## src/rtl/dsp_core_pkg.sv

```systemverilog
// constants, modes and command layout for the signal-processor datapath
package dsp_core_pkg;
  localparam logic [31:0] ACC_RESET = 32'h0000_0000;
  localparam logic [15:0] WORD_RESET = 16'h0000;
  localparam logic [2:0] PTR_RESET = 3'h0;
  localparam int AUX_COUNT = 8;
  localparam int LOW_TOP = 15;
  localparam int HIGH_LOW = 16;
  localparam logic [4:0] HALF_SHIFT = 5'h10;
  localparam logic [4:0] SCALE_MAX = 5'h10;
  localparam int VAR_SHIFT_BITS = 4;
  localparam logic [1:0] PROD_NONE = 2'h0;
  localparam logic [1:0] PROD_LEFT1 = 2'h1;
  localparam logic [1:0] PROD_LEFT4 = 2'h2;
  localparam logic [1:0] PROD_RIGHT6 = 2'h3;
  localparam int PROD_SHIFT_SMALL = 1;
  localparam int PROD_SHIFT_MID = 4;
  localparam int PROD_SHIFT_RIGHT = 6;

  typedef enum logic [4:0] {
    OP_NOP, OP_ADD_SHIFTED, OP_SUB_SHIFTED, OP_LOAD_SHIFTED,
    OP_ADD_PRODUCT, OP_ADD_BUFFER, OP_SAVE_BUFFER, OP_KEEP_MIN,
    OP_KEEP_MAX, OP_SHIFT_RIGHT, OP_LEFT_JUSTIFY, OP_LOAD_OPERAND,
    OP_MUL_SIGNED, OP_MUL_UNSIGNED, OP_MUL_ACC, OP_MUL_ACC_MOVE,
    OP_REPEAT_CLEAR, OP_STORE_HIGH, OP_STORE_LOW, OP_BIT_LOGIC,
    OP_LOAD_AUX, OP_LOAD_INDEX, OP_LOAD_SHIFT_COUNT
  } op_type;

  typedef enum logic [1:0] {BIT_SET, BIT_CLEAR, BIT_TEST, BIT_TOGGLE} bit_op_type;
  typedef enum logic [2:0] {AR_HOLD, AR_INC, AR_DEC, AR_ADD_INDEX, AR_SUB_INDEX} addr_mode_type;
  typedef enum logic [1:0] {AUX_FROM_DATA, AUX_FROM_ACC, AUX_FROM_PROD, AUX_FROM_IMM} aux_src_type;

  // one decoded instruction step
  typedef struct packed {
    op_type op;
    logic [4:0] shift;
    logic var_shift;
    logic [2:0] post_shift;
    bit_op_type bit_op;
    addr_mode_type addr_mode;
    aux_src_type aux_src;
    logic [2:0] ptr_next;
    logic ptr_load;
    logic [15:0] imm;
  } cmd_type;

  // mode bits of the second status word
  typedef struct packed {
    logic sign_extend_mode_bit;
    logic [1:0] product_shift_field;
  } status_word_two_type;
endpackage

```

## src/rtl/dsp_core_datapath.sv

```systemverilog
// arithmetic datapath: accumulator, multiplier, bit logic and address unit
// Notes on behaviour
// - alu adds accumulator to product, buffer, or shifter
// - stored half gets left shift zero to seven
// - low store fills vacated bits with zeros
// - left justify shifts accumulator left
// - variable shift uses four shift count bits
// - accumulator right shift by zero to thirty-one
// - save buffer copies accumulator, feeds alu
// - min/max fills both registers, sets carry
// - scaling shifter shifts data left zero to sixteen
// - low fill zeros, high fill per sign mode
// - bit logic edits memory, accumulator untouched
// - single-cycle product, signed except unsigned multiply
// - operand register and product register hold values
// - product shift: left one, four, right six
// - load then multiply gives product per two cycles
// - mac takes coefficient and data each cycle
// - repeat clear zeroes accumulator and product
// - moving mac shifts sample up one location
// - three-bit pointer selects one of eight registers
// - address unit steps by one or index
// - auxiliary registers loadable and readable in data space
`timescale 1ns/1ps
module dsp_core_datapath (
  // clock and reset
  input wire logic clk_sys,
  input wire logic resetn,
  // decoded instruction
  input wire logic cmd_valid,
  input dsp_core_pkg::cmd_type cmd,
  input dsp_core_pkg::status_word_two_type status_word_two,
  // bus inputs
  input wire logic [15:0] data_in,
  input wire logic [15:0] coeff_in,
  input wire logic [2:0] map_select,
  // write port toward data memory
  output logic wr_en,
  output logic [15:0] wr_addr,
  output logic [15:0] wr_data,
  // address and mapped read
  output logic [15:0] data_addr,
  output logic [15:0] map_value,
  output logic [2:0] pointer_select,
  // arithmetic state
  output logic [31:0] running_total_register,
  output logic [31:0] save_buffer,
  output logic [31:0] product_register,
  output logic [15:0] multiplier_operand_register,
  output logic [15:0] shift_count_register,
  output logic [15:0] index_step_register,
  output logic carry,
  output logic test_flag
);
  import dsp_core_pkg::*;
  logic [15:0] auxiliary_pointer_regs [AUX_COUNT];
  logic go; // a command is taken this cycle
  logic [4:0] scale_amt; // scaling shifter count
  logic [31:0] extended; // data word widened per sign mode
  logic [31:0] scaled; // scaling shifter output
  logic [31:0] prod_out; // product register after shift mode
  logic [31:0] operand_b; // second alu operand
  logic [32:0] sum33, diff33; // add and subtract, with carry or borrow out
  logic signed [31:0] mul_signed; // operand times data, signed
  logic [31:0] mul_unsigned; // operand times data, unsigned
  logic signed [31:0] mac_product; // data times coefficient
  logic [15:0] cur_aux, aux_load, aux_step; // selected entry, its load value, its stepped value
  logic [15:0] bit_result; // bit logic unit output
  logic justify_now; // accumulator not yet left-justified
  logic acc_lt_buf; // signed compare for min and max
  assign go = cmd_valid;
  assign cur_aux = auxiliary_pointer_regs[pointer_select];
  // scaling shifter: count from the command or the shift count register
  assign scale_amt = cmd.var_shift ? {1'b0, shift_count_register[VAR_SHIFT_BITS-1:0]}
                                   : cmd.shift;
  // high fill follows the sign mode; the shift itself brings zeros in low
  assign extended = status_word_two.sign_extend_mode_bit ? {{16{data_in[15]}}, data_in}
                                                         : {16'h0000, data_in};
  // counts above sixteen are clamped so a bad decode cannot clear the word
  assign scaled = extended << ((scale_amt > SCALE_MAX) ? SCALE_MAX : scale_amt);
  // product shift modes at the product register output
  always_comb begin
    unique case (status_word_two.product_shift_field)
      PROD_NONE: prod_out = product_register;
      PROD_LEFT1: prod_out = product_register << PROD_SHIFT_SMALL;
      PROD_LEFT4: prod_out = product_register << PROD_SHIFT_MID;
      PROD_RIGHT6: prod_out = 32'($signed(product_register) >>> PROD_SHIFT_RIGHT);
    endcase
  end
  // second alu operand: product, buffer, or scaled data
  always_comb begin
    unique case (cmd.op)
      OP_ADD_PRODUCT, OP_MUL_ACC, OP_MUL_ACC_MOVE: operand_b = prod_out;
      OP_ADD_BUFFER: operand_b = save_buffer;
      default: operand_b = scaled;
    endcase
  end
  assign sum33 = {1'b0, running_total_register} + {1'b0, operand_b};
  assign diff33 = {1'b0, running_total_register} - {1'b0, operand_b};
  assign mul_signed = $signed(multiplier_operand_register) * $signed(data_in);
  assign mul_unsigned = multiplier_operand_register * data_in;
  assign mac_product = $signed(data_in) * $signed(coeff_in);
  assign acc_lt_buf = $signed(running_total_register) < $signed(save_buffer);
  // justify while the two top bits agree and the value is not zero
  assign justify_now = (running_total_register[31] == running_total_register[30])
                       && (running_total_register != ACC_RESET);
  // accumulator: every alu result lands here; stores leave it alone
  always_ff @(posedge clk_sys) begin
    if (!resetn) begin
      running_total_register <= ACC_RESET;
    end else if (go) begin
      unique case (cmd.op)
        OP_ADD_SHIFTED, OP_ADD_PRODUCT, OP_ADD_BUFFER,
        OP_MUL_ACC, OP_MUL_ACC_MOVE: running_total_register <= sum33[31:0];
        OP_SUB_SHIFTED: running_total_register <= diff33[31:0];
        OP_LOAD_SHIFTED: running_total_register <= scaled;
        OP_SHIFT_RIGHT: begin
          // one-cycle barrel shift; arithmetic when sign mode is set
          if (status_word_two.sign_extend_mode_bit) begin
            running_total_register <= 32'($signed(running_total_register) >>> cmd.shift);
          end else begin
            running_total_register <= running_total_register >> cmd.shift;
          end
        end
        OP_LEFT_JUSTIFY: begin
          if (justify_now) begin
            running_total_register <= running_total_register << 1;
          end
        end
        OP_KEEP_MIN: begin
          if (!acc_lt_buf) begin
            running_total_register <= save_buffer;
          end
        end
        OP_KEEP_MAX: begin
          if (acc_lt_buf) begin
            running_total_register <= save_buffer;
          end
        end
        OP_REPEAT_CLEAR: running_total_register <= ACC_RESET;
        default: ; // stores, bit logic and loads keep the accumulator
      endcase
    end
  end
  // save buffer: fast save, and the other side of min and max
  always_ff @(posedge clk_sys) begin
    if (!resetn) begin
      save_buffer <= ACC_RESET;
    end else if (go) begin
      if (cmd.op == OP_SAVE_BUFFER) begin
        save_buffer <= running_total_register;
      end else if (cmd.op == OP_KEEP_MIN && acc_lt_buf) begin
        save_buffer <= running_total_register;
      end else if (cmd.op == OP_KEEP_MAX && !acc_lt_buf) begin
        save_buffer <= running_total_register;
      end
    end
  end
  // flags: carry from add, subtract and compare; test from bit logic and left justify
  always_ff @(posedge clk_sys) begin
    if (!resetn) begin
      carry <= 1'b0;
      test_flag <= 1'b0;
    end else if (go) begin
      unique case (cmd.op)
        OP_ADD_SHIFTED, OP_ADD_PRODUCT, OP_ADD_BUFFER: carry <= sum33[32];
        OP_SUB_SHIFTED: carry <= ~diff33[32];
        OP_KEEP_MIN: carry <= acc_lt_buf;
        OP_KEEP_MAX: carry <= !acc_lt_buf && (running_total_register != save_buffer);
        OP_BIT_LOGIC: test_flag <= (data_in & cmd.imm) != WORD_RESET;
        OP_LEFT_JUSTIFY: test_flag <= !justify_now;
        default: ; // other steps leave both flags alone
      endcase
    end
  end
  // multiplier: operand register and product register
  always_ff @(posedge clk_sys) begin
    if (!resetn) begin
      multiplier_operand_register <= WORD_RESET;
      product_register <= ACC_RESET;
    end else if (go) begin
      unique case (cmd.op)
        OP_LOAD_OPERAND: multiplier_operand_register <= data_in;
        OP_MUL_SIGNED: product_register <= mul_signed;
        OP_MUL_UNSIGNED: product_register <= mul_unsigned;
        OP_MUL_ACC, OP_MUL_ACC_MOVE: begin
          // the old product is accumulated while the new one forms
          multiplier_operand_register <= data_in;
          product_register <= mac_product;
        end
        OP_REPEAT_CLEAR: product_register <= ACC_RESET;
        default: ; // no multiplier activity
      endcase
    end
  end
  // shift count and index registers
  always_ff @(posedge clk_sys) begin
    if (!resetn) begin
      shift_count_register <= WORD_RESET;
      index_step_register <= WORD_RESET;
    end else if (go) begin
      if (cmd.op == OP_LOAD_SHIFT_COUNT) begin
        shift_count_register <= data_in;
      end
      if (cmd.op == OP_LOAD_INDEX) begin
        index_step_register <= data_in;
      end
    end
  end
  // address arithmetic unit, separate from the main alu
  always_comb begin
    unique case (cmd.addr_mode)
      AR_INC: aux_step = cur_aux + 16'h0001;
      AR_DEC: aux_step = cur_aux - 16'h0001;
      AR_ADD_INDEX: aux_step = cur_aux + index_step_register;
      AR_SUB_INDEX: aux_step = cur_aux - index_step_register;
      default: aux_step = cur_aux;
    endcase
  end
  // source of an auxiliary register load
  always_comb begin
    unique case (cmd.aux_src)
      AUX_FROM_ACC: aux_load = running_total_register[15:0];
      AUX_FROM_PROD: aux_load = product_register[15:0];
      AUX_FROM_IMM: aux_load = cmd.imm;
      default: aux_load = data_in;
    endcase
  end
  // auxiliary register file; a load beats an autoindex on the same entry
  for (genvar i = 0; i < AUX_COUNT; i++) begin : g_aux
    always_ff @(posedge clk_sys) begin
      if (!resetn) begin
        auxiliary_pointer_regs[i] <= WORD_RESET;
      end else if (go && cmd.op == OP_LOAD_AUX && cmd.ptr_next == 3'(i)) begin
        auxiliary_pointer_regs[i] <= aux_load;
      end else if (go && pointer_select == 3'(i)) begin
        auxiliary_pointer_regs[i] <= aux_step;
      end
    end
  end
  // pointer, address in use and the mapped read port
  always_ff @(posedge clk_sys) begin
    if (!resetn) begin
      pointer_select <= PTR_RESET;
      data_addr <= WORD_RESET;
      map_value <= WORD_RESET;
    end else begin
      map_value <= auxiliary_pointer_regs[map_select];
      if (go) begin
        data_addr <= cur_aux;
        if (cmd.ptr_load && cmd.op != OP_LOAD_AUX) begin
          pointer_select <= cmd.ptr_next;
        end
      end
    end
  end
  // bit logic unit works on the fetched word, never on the accumulator
  always_comb begin
    unique case (cmd.bit_op)
      BIT_SET: bit_result = data_in | cmd.imm;
      BIT_CLEAR: bit_result = data_in & ~cmd.imm;
      BIT_TOGGLE: bit_result = data_in ^ cmd.imm;
      default: bit_result = data_in;
    endcase
  end
  // write port: stores, bit logic results and sample moves
  always_ff @(posedge clk_sys) begin
    if (!resetn) begin
      wr_en <= 1'b0;
      wr_addr <= WORD_RESET;
      wr_data <= WORD_RESET;
    end else begin
      wr_en <= 1'b0;
      if (go) begin
        wr_addr <= cur_aux;
        unique case (cmd.op)
          OP_STORE_HIGH: begin
            wr_en <= 1'b1;
            wr_data <= 16'(running_total_register >> (HALF_SHIFT - 5'(cmd.post_shift)));
          end
          OP_STORE_LOW: begin
            wr_en <= 1'b1;
            wr_data <= running_total_register[15:0] << cmd.post_shift;
          end
          OP_BIT_LOGIC: wr_en <= cmd.bit_op != BIT_TEST;
          OP_MUL_ACC_MOVE: begin
            // the consumed sample moves up one word, dropping the oldest
            wr_en <= 1'b1;
            wr_addr <= cur_aux + 16'h0001;
            wr_data <= data_in;
          end
          default: ; // nothing to write
        endcase
        if (cmd.op == OP_BIT_LOGIC) begin
          wr_data <= bit_result;
        end
      end
    end
  end
endmodule

```

## config.mk

```make
export PLATFORM = sky130hd
export DESIGN_NAME = dsp_core_datapath
export DESIGN_NICKNAME = d
export VERILOG_FILES = /design/src/rtl/dsp_core_pkg.sv /design/src/rtl/dsp_core_datapath.sv
export SDC_FILE = /design/constraint.sdc
export NUM_CORES = 2
export LEC_CHECK = 0
export ABC_AREA = 1
export BUFFER_PORTS_ARGS = -buffer_cell sky130_fd_sc_hd__buf_2
export CORE_UTILIZATION = 30
export DETAILED_ROUTE_END_ITERATION = 12
export MAX_ROUTING_LAYER = met4
export PLACE_DENSITY_LB_ADDON = 0.08
export SLEW_MARGIN = 10
export SYNTH_ARGS = -nofsm -noshare
export SYNTH_HDL_FRONTEND = slang
export SYNTH_SLANG_ARGS = --single-unit
```

## constraint.sdc

```tcl
create_clock -name clk_sys -period 16.03 [get_ports clk_sys]
set_input_delay 4.0075 -clock clk_sys [delete_from_list [all_inputs] [get_ports clk_sys]]
set_output_delay 4.0075 -clock clk_sys [all_outputs]
set_load 0.02 [all_outputs]
```

# Word level (Yosys, flattened, before mapping)
# Memory sizes are Yosys's and may differ from the RTL's. A register that Yosys moved wholly into a read port is not among the register bits.
# Index checks and enable logic that the tools add are counted.
# W data, S select, Z words.
[classes] addsub=7 multipliers=3 order_cmp=2 n_eq_ne=55 shifts=5 mux=98 bitwise_logic=22 n_reduce_logical=54
[ops] cell="$mux W16" n=18
[ops] cell="$mux W32" n=8
[ops] cell="$pmux W32 S4" n=2
[ops] cell="$pmux W32 S8" n=1
[ops] cell="$pmux W16 S3" n=3
[ops] cell="$mul A16 B16 Y32" n=3
[ops] cell="$pmux W16 S4" n=1
[ops] cell="$pmux W32 S2" n=1
[ops] cell="$mux W1" n=57
[ops] cell="$eq A5 B4 Y1 const B" n=8
[ops] cell="$eq A5 B5 Y1 const B" n=7
[ops] cell="$add A32 B32 Y33" n=1
[ops] cell="$sub A32 B32 Y33" n=1
[ops] cell="$and A16 B16 Y16" n=2
[ops] cell="$lt A32 B32 Y1" n=1
[ops] cell="$ne A32 B32 Y1" n=1
[ops] cell="$reduce_bool A32 Y1" n=1
[ops] cell="$shl A32 B5 Y32" n=1
[ops] cell="$shr A32 B5 Y16" n=1
[ops] cell="$shr A32 B5 Y32" n=1
[ops] cell="$sshr A32 B5 Y32" n=1
[ops] cell="$eq A3 B3 Y1 const B" n=9
[ops] cell="$logic_and A1 B1 Y1" n=22
[ops] cell="$eq A5 B3 Y1 const B" n=4
[ops] cell="38 further kinds" n=91
[word_totals] register_bits=198 ram_bits=128 elab_cells=260 n_memories=1
[mem_list] name="auxiliary_pointer_regs" words=8 word_bits=16 read_ports=2 rd_clocked_by_memory_dff=2 wr=8 line="dsp_core_datapath.sv:56" rtl="logic [15:0] auxiliary_pointer_regs [AUX_COUNT];"

# Logic depth before layout (Yosys ltp)
[depth] depth_word=8 ltp_mapped=33 ltp_nobuf=32

# Worst setup path before layout
# Ideal clock, no wire load.
[synth_timing] path_type="input to register" start="in data_in[15]" end="reg product_register[31]" setup_time_ps=117 arrival_ps=9622 required_ps=15913 setup_slack_ps=6291 path_stages=25 path_buffers=3 path_cell_list="clkbuf_1 > clkbuf_1 > clkbuf_1 > nand2_1 > inv_1 > fa_1 > fa_1 > fa_1 > fa_1 > inv_1 > fa_1 > fa_1 > inv_1 > ha_1 > inv_1 > nor3_1 > nand2_1 > nor2_1 > nand2_1 > nand3_1 > nand2_1 > nand3_1 > nand3_1 > nor2_1 > nor2_1"
[synth_via] elab_chain_len=2
[synth_lines] item="from (decl)" line="dsp_core_datapath.sv:34" rtl="input wire logic [15:0] data_in,"
[synth_lines] item="$mul A16 B16 Y32, on equally long branches" line="dsp_core_datapath.sv:102, dsp_core_datapath.sv:100, dsp_core_datapath.sv:101"
[synth_lines] item="$pmux W32 S4 *" line="dsp_core_datapath.sv:182" rtl="unique case (cmd.op)"
[synth_lines] item="to (signal assigned)" line="dsp_core_datapath.sv:184" rtl="OP_MUL_SIGNED: product_register <= mul_signed;"
[synth_lines] item="to (signal assigned)" line="dsp_core_datapath.sv:185" rtl="OP_MUL_UNSIGNED: product_register <= mul_unsigned;"
[synth_lines] item="to (signal assigned)" line="dsp_core_datapath.sv:189" rtl="product_register <= mac_product;"
[synth_lines] item="to (decl)" line="dsp_core_datapath.sv:48" rtl="output logic [31:0] product_register,"
# Every way passes the cells marked *; elsewhere a longest branch is shown, timed or not.
# A chain may end at the register's enable or synchronous reset.

# Worst setup path in the final report
[layout_timing] start="in data_in[15]" end="reg product_register[25]"
# The elaborated chain is that of the path after synthesis.

==> results.yml <==
placed_design:
  portBuffers: 295
  finalWeightedCongestion: 1.009
  place_worst_setup_slack_ns: 4.992
  dp_hpwl_mm: 233.6
sta:
  max-slew-margin-rel_pct: 15.58
  grt_setup_unrepaired: "false"
  finalCritPeriodShare_pct: 64.28
  holdWs_ns: 0.4465
  tns_ns: 0
  final_count_of_pins_violating_max_slew: 0
  report.final.hold_viol_count: 0
  final.setup_skew_ns: 0.04534
  setup_slack_ns: 5.726
  fmax_mhz: 97.05
  finalSetupViolations: 0
  actual_slew_at_the_worst_max_slew_pin_ns: 1.262
  timing.final.crit_period_ns: 10.30
flow_run:
  drv.max_cap_violation_count: 0
detailed_routing:
  dr_total_vias: 61090
  drt_first_iter_violations: 6030
  wirelength_mm: 292.5
  wl_per_cell_um: 24.85
  detail_route.vias_per_cell: 5.190
  route.antenna.remaining_nets: 0
  drtPass1Iterations: 6
  drc: 0
critical_path:
  rr_worst_depth: 23
  timing.rr.end: "product_register[18]"
  critPathLaunchType: "primary input"
  path_class: "in2reg"
  critical_path_required_ns: 16.61
  critical_path_capture_point_type: "flip-flop"
  r2r-start: "multiplier_operand_register[5]"
  cp_data_arrival_time_ns: 10.88
  crit_path_max_fanout: 30
  r2r_slack_ns: 8.96
grt:
  groute.usage.overall_pct: 29.67
  grt_ovf: 0
  grt_pass1_vias: 60030
  grt_start_max_net_pins: 86
  antenna_found_initial: 23
  first_pass_grt_wire_length_mm: 422.3
clocking:
  ctsHoldBuffers: 0
  ctsResizeCount: 0
  tritoncts_num_sinks: 345
  cts.clk_slew.worst_paths_ns: 0.06
  cts-htree-levels: 2
  post_cts_buffers: 0
  cts_buffer_depth: 3
  clock_latency_ns: 0.71
  tritoncts: "built"
  clk_root_buffer_cell: "sky130_fd_sc_hd__clkbuf_16"
  cts_inserted_buffers: 51
final_layout:
  layout.cells.most_common: "sky130_fd_sc_hd__nand2_1"
  fillers: 21950
  nets_final: 10180
  final_cell_mix: "sky130_fd_sc_hd__nand2_1 (2461), sky130_fd_sc_hd__inv_1 (1703), sky130_fd_sc_hd__nand3_1 (635), sky130_fd_sc_hd__fa_1 (631), sky130_fd_sc_hd__nor2_1 (568)"
  final_layout_size_suffix_gt1_share_pct: 7.000
  areaGrowthSynthToFinish_pct: 9.627
floorplan:
  rows: 163
  boundaryPins: 296
  design.die.area_sq_mm: 0.2000
  die-width_um: 447.2
  initial_utilization_pct: 30.18
  die_y_um: 447.2
  core-area_sq_mm: 0.1970
power_and_ir_drop:
  p_sw_mw: 4.777
  share_comb_of_total_power_pct: 72.8
  power_switching_share_pct: 56.61
  seqPwrFrac_pct: 12.0
  clock_power_share_pct: 15.1
  fin_total_pwr_mw: 8.438
  ir_drop_v: 0.0002449
  power.static_leakage_nw: 34.33
  powerDensity_mw_per_mm2: 129.4
  power.internal_mw: 3.661
worst_hold_path:
  hold_depth: 2
  timing.hold.worst.class: "reg2reg"
  start_point_of_the_worst_hold_path: "shift_count_register[4]"
  hold-path-endpoint: "shift_count_register[4]"
yosys:
  sequential_cell_area_fraction_in_the_yosys_report_pct: 13.77
  netlist-cell-type-count: 66
  netlist_instances: 9040
  ys_async_sr_fraction_pct: 0
  post_synth_edffs: 128
  avgSynthCellArea_sq_um: 6.577
  postSynth.topFlopCell: "sky130_fd_sc_hd__dfxtp_1"
  post_synth_instance_area_sq_mm: 0.05946
  synth_nets: 10150
  synth.ff_latch_count: 345
  synth.yosys.warnings: 0
status:
  status: "complete, no violations"
==> flip-flops by register name, summed over array words and instances, names as in the netlist, 16 cells and up, named ones only <==
register,count
shift_count_register,16
wr_addr,16
index_step_register,16
running_total_register,32
data_addr,16
wr_data,16
save_buffer,32
map_value,16
multiplier_operand_register,16
auxiliary_pointer_regs,128
product_register,32
==> metrics by stage <==
stage / area [sq um] / util, % / std cells
after floorplan: 59460 / - / 9040
after global placement: 63280 / 32.12 / 11660
after detailed placement: 63280 / 32.12 / 11660
after CTS: 65140 / 33.07 / 11750
after global routing: 65180 / 33.08 / 11770
final: 65180 / 33.09 / 11770
==> synth_stat cells, types with 91 or more instances <==
library cell / count / area share, %
sky130_fd_sc_hd__o21ai_0: 529 / 4.5
sky130_fd_sc_hd__inv_1: 1703 / 11
sky130_fd_sc_hd__a21oi_1: 524 / 4.4
sky130_fd_sc_hd__fa_1: 631 / 21
sky130_fd_sc_hd__nor2_1: 568 / 3.6
sky130_fd_sc_hd__edfxtp_1: 128 / 6.5
sky130_fd_sc_hd__dfxtp_1: 217 / 7.3
sky130_fd_sc_hd__nand2_1: 2461 / 16
sky130_fd_sc_hd__nand4_1: 91 / 0.96
sky130_fd_sc_hd__nand3_1: 635 / 5.3
sky130_fd_sc_hd__ha_1: 400 / 8.4
sky130_fd_sc_hd__clkbuf_1: 291 / 1.8
==> logic make-up (layout without fill, tap and decap cells) <==
kind of cell	Yosys count	in the layout	synth area share, %
buffers and inverters	2188	2262	14.18
DFF	345	345	13.77
and+or+nand+nor	3942	3942	27.60
AOI/OAI and AO/OA	1474	1474	13.88
muxes	5	5	0.08418
other	0	16	0
xor gates and xnor gates	55	55	0.8228
adders and majority gates	1031	1031	29.66
==> worst max-delay path, cell delays in order <==
cell and delay (ns):
sky130_fd_sc_hd__buf_2 0.08, sky130_fd_sc_hd__buf_4 0.51, sky130_fd_sc_hd__buf_4 0.42, sky130_fd_sc_hd__clkinv_1 0.66
sky130_fd_sc_hd__nor2_1 0.32, sky130_fd_sc_hd__fa_1 0.46, sky130_fd_sc_hd__inv_1 0.08, sky130_fd_sc_hd__fa_1 0.43
sky130_fd_sc_hd__fa_1 0.49, sky130_fd_sc_hd__inv_1 0.05, sky130_fd_sc_hd__fa_1 0.51, sky130_fd_sc_hd__inv_1 0.06
sky130_fd_sc_hd__fa_1 0.45, sky130_fd_sc_hd__fa_1 0.52, sky130_fd_sc_hd__inv_1 0.06, sky130_fd_sc_hd__ha_1 0.38
sky130_fd_sc_hd__nand2_1 0.14, sky130_fd_sc_hd__inv_1 0.11, sky130_fd_sc_hd__nand3_1 0.14, sky130_fd_sc_hd__nor3_1 0.22
sky130_fd_sc_hd__nand3_1 0.12, sky130_fd_sc_hd__nand3_1 0.12, sky130_fd_sc_hd__a21oi_1 0.06, sky130_fd_sc_hd__o21ai_0 0.10
sky130_fd_sc_hd__nand2_1 0.06, sky130_fd_sc_hd__nor2_1 0.15, sky130_fd_sc_hd__nor2_1 0.05
==> how the worst max path moves through the flow <==
stage,end,start
6_report,product_register[25],data_in[15]
5_1_grt,product_register[25],data_in[15]
4_1_cts,product_register[26],data_in[15]
3_5_place_dp,product_register[26],data_in[15]
3_3_place_gp,product_register[21],data_in[15]
2_1_floorplan,product_register[31],data_in[15]
==> power by group through the flow <==
stage          sequential, mW  clock [mW]  combinational, mW
6_report                 1.02        1.28               6.14
4_1_cts                  1.02        1.31               6.18
5_1_grt                  1.02        1.34               6.94
2_1_floorplan            1.05           0               4.09
3_3_place_gp             1.03           0               6.18
3_5_place_dp             1.03           0               6.15
==> layer usage <==
| metal | global-route usage (%) | vias to the layer above | part of all wire, % |
|---|---|---|---|
| met1 | 38.27 | 30030 | 43 |
| met4 | 10.19 | 0 | 3.9 |
| met3 | 3.243 | 385 | 6.0 |
| met2 | 48.11 | 2194 | 47 |
| li1 | - | 28480 | - |
| met5 | - | - | 0 |
==> final cells by class <==
type                            count  area (sq um)  area share, %
Inverter                         1758          6599          10.12
Tap cell                         2640          3303          5.068
Multi-Input combinational cell   6507         42860          65.75
Clock buffer                       77          1548          2.374
Clock inverter                     19         311.5         0.4780
Antenna cell                       16         40.04        0.06143
Sequential cell                   345          8189          12.56
Timing Repair Buffer              408          2333          3.580
No activity file was read; power rests on OpenSTA's default activity.
